--- src/hw/sbt_pkg.sv ---
// constants shared by the sixteen-bit timer/counter and its helpers
package sbt_pkg;
	// register byte addresses on the axi4-lite slave
	localparam logic [7:0] ADDR_CTRL       = 8'h00;
	localparam logic [7:0] ADDR_COUNT_LOW  = 8'h04;
	localparam logic [7:0] ADDR_COUNT_HIGH = 8'h08;
	localparam logic [7:0] ADDR_IRQ_STATUS = 8'h0c;
	localparam logic [7:0] ADDR_IRQ_CLEAR  = 8'h10;
	localparam logic [7:0] ADDR_IRQ_ENABLE = 8'h14;

	// control register field positions
	localparam int BIT_WIDE_ACCESS  = 7;
	localparam int BIT_SYSCLK_FLAG  = 6;
	localparam int BIT_PRESCALE_HI  = 5;
	localparam int BIT_PRESCALE_LO  = 4;
	localparam int BIT_LP_OSC_EN    = 3;
	localparam int BIT_SYNC_DISABLE = 2;
	localparam int BIT_SOURCE_SEL   = 1;
	localparam int BIT_RUN          = 0;

	// interrupt status, clear and enable share this layout
	localparam int BIT_OVERFLOW = 0;

	// values after reset, count limit and control write mask
	localparam logic [7:0]  CTRL_RESET      = 8'h00;
	localparam logic [15:0] COUNT_RESET     = 16'h0000;
	localparam logic [15:0] COUNT_MAX       = 16'hffff;
	localparam logic [7:0]  CTRL_WRITE_MASK = 8'hbf;

	// system clock cycles per instruction cycle (fosc/4)
	localparam int         INSTR_DIV   = 4;
	localparam int         INSTR_DIV_W = 2;
	localparam logic [1:0] INSTR_LAST  = 2'(INSTR_DIV - 1);

	// compare unit mode code that fires the special event trigger
	localparam logic [3:0] CMP_SPECIAL_EVENT = 4'hb;

	// axi response codes
	localparam logic [1:0] RESP_OKAY   = 2'h0;
	localparam logic [1:0] RESP_SLVERR = 2'h2;
endpackage

--- src/hw/sbt_sync.sv ---
// two-flop synchroniser for a group of pin levels
`timescale 1ns/1ps
module sbt_sync #(
	parameter int W = 4
) (
	// clock and reset
	input  wire logic         aclk,
	input  wire logic         aresetn,
	// levels
	input  wire logic [W-1:0] async_in,
	output logic      [W-1:0] sync_out
);
	typedef struct packed {
		logic [W-1:0] stage1;
		logic [W-1:0] stage2;
	} sbt_sync_state_t;

	sbt_sync_state_t s;
	sbt_sync_state_t next_s;

	generate
		if (W < 1) begin : g_bad_width
			$error("sync width must be at least one");
		end
	endgenerate

	// stage1 feeds stage2 only
	always_comb begin
		next_s        = s;
		next_s.stage1 = async_in;
		next_s.stage2 = s.stage1;
	end

	always_ff @(posedge aclk) begin
		if (!aresetn) begin
			s <= '0;
		end else begin
			s <= next_s;
		end
	end

	assign sync_out = s.stage2;
endmodule // sbt_sync

--- src/hw/sbt_prescaler.sv ---
// 1/2/4/8 prescaler for count ticks; its count is hidden from software
`timescale 1ns/1ps
module sbt_prescaler #(
	parameter int SEL_W = 2,
	parameter int CNT_W = 3
) (
	// clock and reset
	input  wire logic             aclk,
	input  wire logic             aresetn,
	// control
	input  wire logic [SEL_W-1:0] ratio_sel,
	input  wire logic             clear,
	// ticks
	input  wire logic             tick_in,
	output logic                  tick_out
);
	typedef struct packed {
		logic [CNT_W-1:0] cnt;
	} sbt_presc_state_t;

	sbt_presc_state_t s;
	sbt_presc_state_t next_s;
	logic [CNT_W-1:0] mask;

	generate
		if (SEL_W < 1 || CNT_W < (1 << SEL_W) - 1) begin : g_bad_width
			$error("prescale counter too narrow for the ratio field");
		end
	endgenerate

	// ratio 2^sel: pass a tick when the low sel bits are all ones
	assign mask     = CNT_W'((1 << ratio_sel) - 1);
	assign tick_out = tick_in && ((s.cnt & mask) == mask);

	always_comb begin
		next_s = s;
		if (clear) begin
			next_s.cnt = '0;
		end else if (tick_in) begin
			next_s.cnt = tick_out ? '0 : s.cnt + CNT_W'(1);
		end
	end

	always_ff @(posedge aclk) begin
		if (!aresetn) begin
			s <= '0;
		end else begin
			s <= next_s;
		end
	end
endmodule // sbt_prescaler

--- src/hw/sbt_timer.sv ---
// sixteen-bit timer/counter with axi4-lite registers and overflow interrupt
// Notes on behaviour
// - bit 7 chooses buffered 16-bit or byte access
// - bit 6 reads system-clock-from-oscillator status
// - bits 5-4 pick prescale 1, 2, 4, 8
// - bit 3 powers the low-power oscillator
// - bit 2 set marks counter mode asynchronous (no trigger reset); input still synchronised
// - bit 1 picks external edges or fosc/4
// - bit 0 runs counter; stopped counter holds
// - timer, synchronous and asynchronous counter modes exist
// - oscillator on disables its two pins' digital logic
// - internal source counts every n instruction cycles
// - falling edge needed before first counted rise
// - wrap from ffff sets overflow flag, enable gates
// - in 16-bit mode, low read buffers high; low write loads both
// - count writes clear prescaler, per access mode
// - compare special event resets count unless asynchronous
//
// The address map and the AXI4-Lite interface to the registers were chosen for this implementation.
`timescale 1ns/1ps
module sbt_timer #(
	parameter int ADDR_W = 8
) (
	// clock and reset
	input  wire logic              aclk,
	input  wire logic              aresetn,
	// axi4-lite write address
	input  wire logic [ADDR_W-1:0] s_axi_awaddr,
	input  wire logic [2:0]        s_axi_awprot,
	input  wire logic              s_axi_awvalid,
	output logic                   s_axi_awready,
	// axi4-lite write data
	input  wire logic [31:0]       s_axi_wdata,
	input  wire logic [3:0]        s_axi_wstrb,
	input  wire logic              s_axi_wvalid,
	output logic                   s_axi_wready,
	// axi4-lite write response
	output logic [1:0]             s_axi_bresp,
	output logic                   s_axi_bvalid,
	input  wire logic              s_axi_bready,
	// axi4-lite read address
	input  wire logic [ADDR_W-1:0] s_axi_araddr,
	input  wire logic [2:0]        s_axi_arprot,
	input  wire logic              s_axi_arvalid,
	output logic                   s_axi_arready,
	// axi4-lite read data
	output logic [31:0]            s_axi_rdata,
	output logic [1:0]             s_axi_rresp,
	output logic                   s_axi_rvalid,
	input  wire logic              s_axi_rready,
	// count sources
	input  wire logic              ext_count_input,
	input  wire logic              lp_osc_clk,
	output logic                   lp_osc_enable,
	// system clock selection status
	input  wire logic              sysclk_from_lp_osc_flag,
	// compare unit special event trigger
	input  wire logic              special_event_trigger,
	input  wire logic [3:0]        compare_mode_code,
	// oscillator pins as port bits 1:0 (direction 1 = input)
	input  wire logic [1:0]        port_c_direction,
	input  wire logic [1:0]        port_c_out_data,
	input  wire logic [1:0]        osc_pin_in,
	output logic [1:0]             osc_pin_out,
	output logic [1:0]             osc_pin_oe,
	output logic [1:0]             osc_pin_read,
	// interrupt
	output logic                   irq
);
	localparam int INSTR_DIV_W_L = sbt_pkg::INSTR_DIV_W;

	typedef struct packed {
		logic [ADDR_W-1:0] awaddr;
		logic              aw_held;
		logic [7:0]        wbyte;
		logic              wbyte_en;
		logic              w_held;
		logic              bvalid;
		logic [1:0]        bresp;
		logic              rvalid;
		logic [31:0]       rdata;
		logic [1:0]        rresp;
		logic [7:0]        ctrl;
		logic [15:0]       count;
		logic [7:0]        high_buf;
		logic              overflow_flag;
		logic              overflow_irq_enable;
		logic              armed;
		logic              src_prev;
		logic [INSTR_DIV_W_L-1:0] div;
		logic [1:0]        pin_out;
		logic [1:0]        pin_oe;
		logic [1:0]        pin_read;
		logic              irq;
	} sbt_state_t;

	sbt_state_t s;
	sbt_state_t next_s;

	generate
		if (ADDR_W < 8 || ADDR_W > 32) begin : g_bad_addr
			$error("address width must be 8 to 32 bits");
		end
		// the free-running divider wraps at a power of two
		if (sbt_pkg::INSTR_DIV != (1 << sbt_pkg::INSTR_DIV_W)) begin : g_bad_div
			$error("instruction divider width does not match its ratio");
		end
		if (sbt_pkg::CTRL_WRITE_MASK[sbt_pkg::BIT_SYSCLK_FLAG] != 1'b0) begin : g_bad_mask
			$error("control write mask must exclude the status bit");
		end
	endgenerate

	// registers sit in the low 8 address bits; upper bits must be zero
	function automatic logic reg_mapped(input logic [ADDR_W-1:0] a);
		logic [7:0] lo;
		lo = a[7:0];
		return ((a >> 8) == '0) && (
			lo == sbt_pkg::ADDR_CTRL || lo == sbt_pkg::ADDR_COUNT_LOW ||
			lo == sbt_pkg::ADDR_COUNT_HIGH || lo == sbt_pkg::ADDR_IRQ_STATUS ||
			lo == sbt_pkg::ADDR_IRQ_CLEAR || lo == sbt_pkg::ADDR_IRQ_ENABLE);
	endfunction

	function automatic logic reg_is(input logic [ADDR_W-1:0] a, input logic [7:0] off);
		return reg_mapped(a) && (a[7:0] == off);
	endfunction

	// synchronised pins: {pin1, pin0, oscillator, external input}
	logic [3:0] pins_sync;

	sbt_sync #(
		.W (4)
	) u_sync (
		.aclk     (aclk),
		.aresetn  (aresetn),
		.async_in ({osc_pin_in, lp_osc_clk, ext_count_input}),
		.sync_out (pins_sync)
	);

	// control fields
	logic       wide_access_select;
	logic [1:0] count_prescale_sel;
	logic       ext_sync_disable;
	logic       count_source_sel;
	logic       counter_run;

	assign wide_access_select = s.ctrl[sbt_pkg::BIT_WIDE_ACCESS];
	assign count_prescale_sel = s.ctrl[sbt_pkg::BIT_PRESCALE_HI:sbt_pkg::BIT_PRESCALE_LO];
	assign lp_osc_enable      = s.ctrl[sbt_pkg::BIT_LP_OSC_EN];
	assign ext_sync_disable   = s.ctrl[sbt_pkg::BIT_SYNC_DISABLE];
	assign count_source_sel   = s.ctrl[sbt_pkg::BIT_SOURCE_SEL];
	assign counter_run        = s.ctrl[sbt_pkg::BIT_RUN];

	// bus strobes
	logic do_write;
	logic do_read;
	logic wr_mapped;
	logic wr_ctrl;
	logic wr_low;
	logic wr_high;
	logic wr_clear;
	logic wr_enable;
	logic count_write;
	logic presc_clear;

	assign s_axi_awready = !s.aw_held;
	assign s_axi_wready  = !s.w_held;
	assign s_axi_arready = !s.rvalid;
	assign do_write      = s.aw_held && s.w_held && !s.bvalid;
	assign do_read       = s_axi_arvalid && !s.rvalid;
	assign wr_mapped     = do_write && reg_mapped(s.awaddr);
	assign wr_ctrl       = do_write && s.wbyte_en && reg_is(s.awaddr, sbt_pkg::ADDR_CTRL);
	assign wr_low        = do_write && s.wbyte_en && reg_is(s.awaddr, sbt_pkg::ADDR_COUNT_LOW);
	assign wr_high       = do_write && s.wbyte_en && reg_is(s.awaddr, sbt_pkg::ADDR_COUNT_HIGH);
	assign wr_clear      = do_write && s.wbyte_en && reg_is(s.awaddr, sbt_pkg::ADDR_IRQ_CLEAR);
	assign wr_enable     = do_write && s.wbyte_en && reg_is(s.awaddr, sbt_pkg::ADDR_IRQ_ENABLE);
	assign count_write   = wr_low || wr_high;
	// in wide mode a high-byte write fills the buffer and drops the arm, but keeps the prescaler
	assign presc_clear   = wr_low || (wr_high && !wide_access_select);

	// count source: oscillator output replaces the pin while enabled
	logic src_level;
	logic src_rise;
	logic src_fall;
	logic ext_tick;
	logic int_tick;
	logic presc_tick;

	assign src_level = lp_osc_enable ? pins_sync[1] : pins_sync[0];
	assign src_rise  = src_level && !s.src_prev;
	assign src_fall  = !src_level && s.src_prev;
	// rising edges count only once a falling edge has been seen
	assign ext_tick  = counter_run && count_source_sel && src_rise && s.armed;
	assign int_tick  = counter_run && !count_source_sel && (s.div == sbt_pkg::INSTR_LAST);

	logic count_tick;
	assign count_tick = ext_tick || int_tick;

	sbt_prescaler #(
		.SEL_W (2),
		.CNT_W (3)
	) u_presc (
		.aclk      (aclk),
		.aresetn   (aresetn),
		.ratio_sel (count_prescale_sel),
		.clear     (presc_clear),
		.tick_in   (count_tick),
		.tick_out  (presc_tick)
	);

	// operating modes; the asynchronous one still samples through the synchroniser,
	// so with one clock an external level must last over one aclk period to count
	logic mode_timer;
	logic mode_sync_count;
	assign mode_timer      = !count_source_sel;
	assign mode_sync_count = count_source_sel && !ext_sync_disable;

	// trigger is honoured only in timer or synchronised counter mode
	logic trig_reset;
	assign trig_reset = special_event_trigger &&
		(compare_mode_code == sbt_pkg::CMP_SPECIAL_EVENT) &&
		(mode_timer || mode_sync_count);

	logic [7:0] ctrl_view;
	// status bit comes only from the clock selection logic
	always_comb begin
		ctrl_view = s.ctrl;
		ctrl_view[sbt_pkg::BIT_SYSCLK_FLAG] = sysclk_from_lp_osc_flag;
	end

	always_comb begin
		next_s = s;

		// write channels are taken independently, in either order
		if (s_axi_awvalid && !s.aw_held) begin
			next_s.awaddr  = s_axi_awaddr;
			next_s.aw_held = 1'b1;
		end
		if (s_axi_wvalid && !s.w_held) begin
			next_s.wbyte    = s_axi_wdata[7:0];
			next_s.wbyte_en = s_axi_wstrb[0];
			next_s.w_held   = 1'b1;
		end
		if (do_write) begin
			next_s.aw_held = 1'b0;
			next_s.w_held  = 1'b0;
			next_s.bvalid  = 1'b1;
			next_s.bresp   = wr_mapped ? sbt_pkg::RESP_OKAY : sbt_pkg::RESP_SLVERR;
		end else if (s.bvalid && s_axi_bready) begin
			next_s.bvalid = 1'b0;
		end

		// read: one cycle to rvalid, held until rready
		if (do_read) begin
			next_s.rvalid = 1'b1;
			next_s.rresp  = reg_mapped(s_axi_araddr) ? sbt_pkg::RESP_OKAY : sbt_pkg::RESP_SLVERR;
			next_s.rdata  = 32'h0;
			if (reg_is(s_axi_araddr, sbt_pkg::ADDR_CTRL)) begin
				next_s.rdata[7:0] = ctrl_view;
			end else if (reg_is(s_axi_araddr, sbt_pkg::ADDR_COUNT_LOW)) begin
				next_s.rdata[7:0] = s.count[7:0];
				if (wide_access_select) begin
					next_s.high_buf = s.count[15:8];
				end
			end else if (reg_is(s_axi_araddr, sbt_pkg::ADDR_COUNT_HIGH)) begin
				next_s.rdata[7:0] = wide_access_select ? s.high_buf : s.count[15:8];
			end else if (reg_is(s_axi_araddr, sbt_pkg::ADDR_IRQ_STATUS)) begin
				next_s.rdata[sbt_pkg::BIT_OVERFLOW] = s.overflow_flag;
			end else if (reg_is(s_axi_araddr, sbt_pkg::ADDR_IRQ_ENABLE)) begin
				next_s.rdata[sbt_pkg::BIT_OVERFLOW] = s.overflow_irq_enable;
			end
		end else if (s.rvalid && s_axi_rready) begin
			next_s.rvalid = 1'b0;
		end

		if (wr_ctrl) begin
			next_s.ctrl = s.wbyte & sbt_pkg::CTRL_WRITE_MASK;
		end
		if (wr_enable) begin
			next_s.overflow_irq_enable = s.wbyte[sbt_pkg::BIT_OVERFLOW];
		end

		// instruction-cycle divider runs free
		next_s.div = (s.div == sbt_pkg::INSTR_LAST) ? '0 : s.div + INSTR_DIV_W_L'(1);

		// edge history and arming
		// stopping drops the arm, so a restart with the pin low still waits for a fall
		next_s.src_prev = src_level;
		if (count_write || !counter_run) begin
			next_s.armed = 1'b0;
		end else if (src_fall) begin
			next_s.armed = 1'b1;
		end

		// count: write beats trigger beats increment; stopped counter holds
		if (wr_low) begin
			next_s.count = wide_access_select ? {s.high_buf, s.wbyte}
				: {s.count[15:8], s.wbyte};
		end else if (wr_high) begin
			if (wide_access_select) begin
				next_s.high_buf = s.wbyte;
			end else begin
				next_s.count[15:8] = s.wbyte;
			end
		end else if (trig_reset) begin
			next_s.count = sbt_pkg::COUNT_RESET;
		end else if (presc_tick) begin
			next_s.count = s.count + 16'h0001;
		end

		// overflow flag: hardware set wins over software clear
		if (wr_clear && s.wbyte[sbt_pkg::BIT_OVERFLOW]) begin
			next_s.overflow_flag = 1'b0;
		end
		if (presc_tick && !count_write && !trig_reset && s.count == sbt_pkg::COUNT_MAX) begin
			next_s.overflow_flag = 1'b1;
		end
		next_s.irq = next_s.overflow_flag && next_s.overflow_irq_enable;

		// oscillator owns its pins: no drive, reads as zero
		next_s.pin_out  = port_c_out_data;
		next_s.pin_oe   = lp_osc_enable ? 2'h0 : ~port_c_direction;
		next_s.pin_read = lp_osc_enable ? 2'h0 : pins_sync[3:2];
	end

	always_ff @(posedge aclk) begin
		if (!aresetn) begin
			s      <= '0;
			s.ctrl <= sbt_pkg::CTRL_RESET;
		end else begin
			s <= next_s;
		end
	end

	assign s_axi_bvalid = s.bvalid;
	assign s_axi_bresp  = s.bresp;
	assign s_axi_rvalid = s.rvalid;
	assign s_axi_rdata  = s.rdata;
	assign s_axi_rresp  = s.rresp;
	assign osc_pin_out  = s.pin_out;
	assign osc_pin_oe   = s.pin_oe;
	assign osc_pin_read = s.pin_read;
	assign irq          = s.irq;
endmodule // sbt_timer

--- config.mk ---
export PLATFORM = sky130hd
export DESIGN_NAME = sbt_timer
export DESIGN_NICKNAME = d
export VERILOG_FILES = /design/src/hw/sbt_pkg.sv /design/src/hw/sbt_sync.sv /design/src/hw/sbt_prescaler.sv /design/src/hw/sbt_timer.sv
export SDC_FILE = /design/constraint.sdc
export NUM_CORES = 1
export LEC_CHECK = 0
export BUFFER_PORTS_ARGS = -buffer_cell sky130_fd_sc_hd__buf_2
export CORE_ASPECT_RATIO = 0.7
export CORE_MARGIN = 3
export CORE_UTILIZATION = 30
export CTS_CLUSTER_SIZE = 12
export DETAILED_ROUTE_END_ITERATION = 16
export PLACE_DENSITY_LB_ADDON = 0.08
export RECOVER_POWER = 25
export SYNTH_ARGS = -nofsm -noshare
export SYNTH_HDL_FRONTEND = slang
export SYNTH_SLANG_ARGS = --single-unit
--- constraint.sdc ---
create_clock -name aclk -period 2.5 [get_ports aclk]
set_input_delay 0.5 -clock aclk [delete_from_list [all_inputs] [get_ports aclk]]
set_output_delay 0.5 -clock aclk [all_outputs]
set_load 0.05 [all_outputs]
# Word level (Yosys, flattened, before mapping)
# Index checks and enable logic that the tools add are counted.
# totals
reg_bits	88
wordCells	164
out_inout_bits	49
inputBits	79
# classes
mux	32
n_addsub	4
reduce_logical	81
eq_ne	17
bitwise_logic	3
shift	1
# op_table
op	n
$mux W8	13
$mux W16	4
$logic_and A1 B1 Y1	41
$eq A8 B4 Y1 const B	4
$eq A8 B5 Y1 const B	4
$add A16 B1 Y16 const B	1
$eq A16 B16 Y1 const B	1
$eq A8 B3 Y1 const B	2
$logic_not A8 Y1	2
$logic_or A1 B1 Y1	15
$logic_not A1 Y1	12
$mux W1	11
$reduce_or A2 Y1	5
$mux W7	1
$eq A4 B4 Y1 const B	1
$mux W2	2
$ne A2 B2 Y1 const B	2
$reduce_bool A2 Y1	2
$reduce_bool A4 Y1	1
$add A3 B1 Y3 const B	1
$and A3 B3 Y3	1
$eq A3 B3 Y1	1
$mux W3	1
$ne A3 B3 Y1 const B	1
9 further kinds	9

# Logic depth before layout (Yosys ltp)
# depth
ltp_word	15
depth_mapped	8
ltp_nobuf	7

# Modules after synthesis
# A second synthesis with hierarchy kept.
# unflattened
hier_cells	525
area_unflattened_um2	4441.8
# by_module_without_submodules
mod	instances	cells_each	area_each_um2	seq_area_each_um2
sbt_timer	1	490	4047.6	1501.4
sbt_sync	1	16	210.2	160.2
sbt_prescaler	1	19	183.9	60.1

# Least setup slack after synthesis
# Ideal clock, no wire load.
# synth_timing
path_kind	register to register
start	reg s (netlist bit lp_osc_enable)
end	reg s[21] (netlist name)
arrival_ns	2.020
setup_ns	0.116
period_less_slack_ns	2.136
n_path_buf	0
path_stages_with_launch	7
slack_ns	0.364
required_ns	2.384
path_cell_list	dfxtp_1 > mux2i_1 > o21a_1 > or3_1 > a21oi_4 > o211ai_1 > o211a_1
# synth_between
elab_chain_cells	8
# synth_rtl
element	line_no	source
start, declared	sbt_timer.sv:97	sbt_state_t s;
start signal, assigned	sbt_timer.sv:330	s <= next_s;
$mux W1	sbt_timer.sv:188	assign src_level = lp_osc_enable ? pins_sync[1] : pins_sync[0];
$logic_and A1 B1 Y1	sbt_timer.sv:189	assign src_rise = src_level && !s.src_prev;
$logic_and A1 B1 Y1 (2 in a row)	sbt_timer.sv:192	assign ext_tick = counter_run && count_source_sel && src_rise && s.armed;
$logic_or A1 B1 Y1	sbt_timer.sv:196	assign count_tick = ext_tick || int_tick;
$logic_and A1 B1 Y1	sbt_prescaler.sv:33	assign tick_out = tick_in && ((s.cnt & mask) == mask);
$reduce_bool A3 Y1 (no source line)	--	
$reduce_and A2 Y1 (no source line)	--	
# Every way passes these cells.
# A chain may end at the register's enable or synchronous reset.

# Final worst setup path
# layout_timing
start	reg s[94] (netlist name)
end	reg s[31] (netlist name)
# layout_between
elab_chain_cells	10
word_cells_on_any_way	21
classes_between	eq/ne (7); mux (2); reduce/logical (12)
# layout_rtl
element	line_no	source
$eq A8 B3 Y1 / $logic_not A8 Y1 (equally long branches)	sbt_timer.sv:118, sbt_timer.sv:124	
$logic_or A1 B1 Y1 (2 in a row)	sbt_timer.sv:118	lo == sbt_pkg::ADDR_CTRL || lo == sbt_pkg::ADDR_COUNT_LOW ||
$logic_or A1 B1 Y1 (2 in a row)	sbt_timer.sv:119	lo == sbt_pkg::ADDR_COUNT_HIGH || lo == sbt_pkg::ADDR_IRQ_STATUS ||
$logic_or A1 B1 Y1	sbt_timer.sv:120	lo == sbt_pkg::ADDR_IRQ_CLEAR || lo == sbt_pkg::ADDR_IRQ_ENABLE);
$logic_and A1 B1 Y1	sbt_timer.sv:124	return reg_mapped(a) && (a[7:0] == off);
$logic_and A1 B1 Y1, on equally long branches	sbt_timer.sv:172, sbt_timer.sv:173	
$ne A3 B3 Y1 (no source line) (tied with other cells)	--	
$reduce_and A3 Y1 (no source line) / $mux W16 (equally long branches)	--	
# Several ways; a longest one is shown, not always the timed one.

==> qor.csv <==
metric,value,unit
gp_congestion,0.873,
worstPathArrival,2520,ps
coreArea,14000,sq um
crit_fanout,15,
first_iter_violations,195,
hp-class,input port to flip-flop,
tightest_slew,674,ps
max_freq,444,MHz
ir_drop,0.000295,V
numCtsBuffers,9,
cts_resized,0,
dr.pass1.iters,4,
placedCellCount,753,
antenna_found_initial,0,
cts_setup_buffers,0,
fin_skew,9.01,ps
dieArea,15900,sq um
rows,36,
grt_pass1_wl,19200,microns
seq_area_frac_synth,0.398,
grt_overflow,0,
crit_chain,or4b_4 > o21ai_0 > o21a_1 > o21ai_0 > a31oi_1,
required,2770,ps
cap_violations,0,
critical_path.most_common_cell,o21ai_0,
h-tree-depth,3,
cts_tree,yes,
end_kind,flip-flop,
first_global_vias,3447,
finalMaxSlewViolations,0,
rsz0062_at_grt,false,
max_slew_margin,0.550,
fin_nets,656,
finalHoldViolCount,0,
die_w,150,microns
synth_edf_count,0,
die_h,106,microns
p_leak,1.99,nW
ios,128,
via_per_inst,4.81,
drive_above_1_share,0.188,
hold_buffers,0,
synthCells,518,
avgSynthCellArea,8.35,sq um
clkTransAtPathRegs,60,ps
final_cell_mix,"dfxtp_1, nor2_1, buf_2, nand2_1, a21oi_1",
io_buffers,68,
synth-seq-cells,86,
start_kind,flip-flop,
synth-async-reset-ratio,0,
yosys_most_used_dff,dfxtp_1,
numClockSinks,86,
totalWireLength,12200,microns
yosys_warnings,0,
wl_per_cell,15.9,microns
slowest_delay,600,ps
initial_core_util,0.309,
clkLatencyLatePin,340,ps
antennaDiodeCount,0,
netlist-cell-type-count,56,
instances_no_fill,769,
postRouteAntennaNets,0,
critPathSlowestCell,or4b_4,
vias,3697,
post-route-period-util,0.901,
cts_buffer_depth,2,
area_delta_synth_final,16.0,%
outcome,finished clean,
grt_max_degree,29,
ctsRootBufferMaster,clkbuf_16,
fill_cells,1517,
fin_crit,2250,ps
drc,0,
layout.cells.most_common,dfxtp_1,
crit_type,flip-flop to flip-flop,
powerDensity,618,nW/um^2
track_usage,0.157,
setup_tns,0,ps
report.final.setup_viol,0,
dp_hpwl,9050,microns
synth_area,4330,sq um
==> area by class of cell <==
cell class / instances / area (sq um) / area share
Timing Repair Buffer: 88 / 510 / 0.102
Multi-Input combinational cell: 382 / 2240 / 0.446
Tap cell: 190 / 238 / 0.0473
Clock buffer: 10 / 239 / 0.0476
Sequential cell: 86 / 1720 / 0.343
Inverter: 7 / 26.3 / 0.00523
Clock inverter: 6 / 46.3 / 0.00922
==> critical path, delay by kind of cell, from the launching register on <==
family          cells  cell delay [ps]
flops               1              340
compound gates      4             1240
simple gates        1              600
==> power by group <==
group          total [W]  internal (W)  switching (W)
Clock            0.00129      0.000706       0.000580
Sequential       0.00146       0.00141      0.0000434
Combinational   0.000360      0.000100       0.000260
Total            0.00310       0.00222       0.000884
==> registers in the layout, summed over array words and instances, names as in the netlist, 2 cells and up <==
signal,cells
s,49
s_axi_rdata,8
u_sync.next_s,4
u_sync.sync_out,4
u_presc.s,3
count_prescale_sel,2
ctrl_view,2
osc_pin_oe,2
osc_pin_out,2
osc_pin_read,2
==> stage by stage <==
stage | total power [W] | area, sq um | utilization | hold slack, ps | setup slack, ps
5_1_grt | 0.00324 | 5020 | 0.358 | 304 | 28.5
4_1_cts | 0.00315 | 5030 | 0.359 | 294 | 257
3_3_place_gp | 0.00185 | 4740 | 0.338 | 401 | 266
2_1_floorplan | 0.00178 | 4420 | - | 394 | 364
6_report | 0.00310 | 5020 | 0.358 | 313 | 247
3_5_place_dp | 0.00185 | 4740 | 0.338 | 401 | 258
==> cell families after synthesis <==
| group | share of synthesized area |
|---|---|
| other cells | 0.000867 |
| buf+inv | 0.106 |
| fa+ha+maj | 0.00868 |
| simple gates | 0.223 |
| flops | 0.398 |
| mux | 0.0763 |
| compound gates | 0.171 |
| xor+xnor | 0.0162 |
==> worst paths after layout <==
kind | from | endpoint | slack (ps) | depth (start not counted)
max reg2reg | s[94] | s[31] | 250 | 5
min reg2reg | u_sync.sync_out[3] | osc_pin_read[1] | 410 | 2
max | s[94] | s[31] | 250 | 5
min | port_c_direction[0] | osc_pin_oe[0] | 310 | 2
==> Yosys cell counts (all sizes together) (5+ instances only) <==
cell    instances  area share
a22oi          12       0.021
nand3          11       0.013
nand2          49       0.043
dfxtp          86        0.40
a31oi           7       0.010
inv             7      0.0061
o21ai          14       0.016
or3             5      0.0072
nand4           5      0.0072
mux2i          33       0.076
and2           10       0.014
xor2            5       0.010
buf            52       0.086
nor4            8       0.019
nor3            9       0.010
nor2b           6      0.0093
a21oi          39       0.048
nor2           78       0.068
a211oi         18       0.032
clkbuf         16       0.014
==> routing by layer <==
metal	up-vias	track usage	part of all wire
met5	-	0	0
met4	0	0.0438	0.0083
met3	8	0.0366	0.066
met2	108	0.214	0.41
met1	1702	0.242	0.51
li1	1879	-	-
No activity file was read; power rests on OpenSTA's default activity.
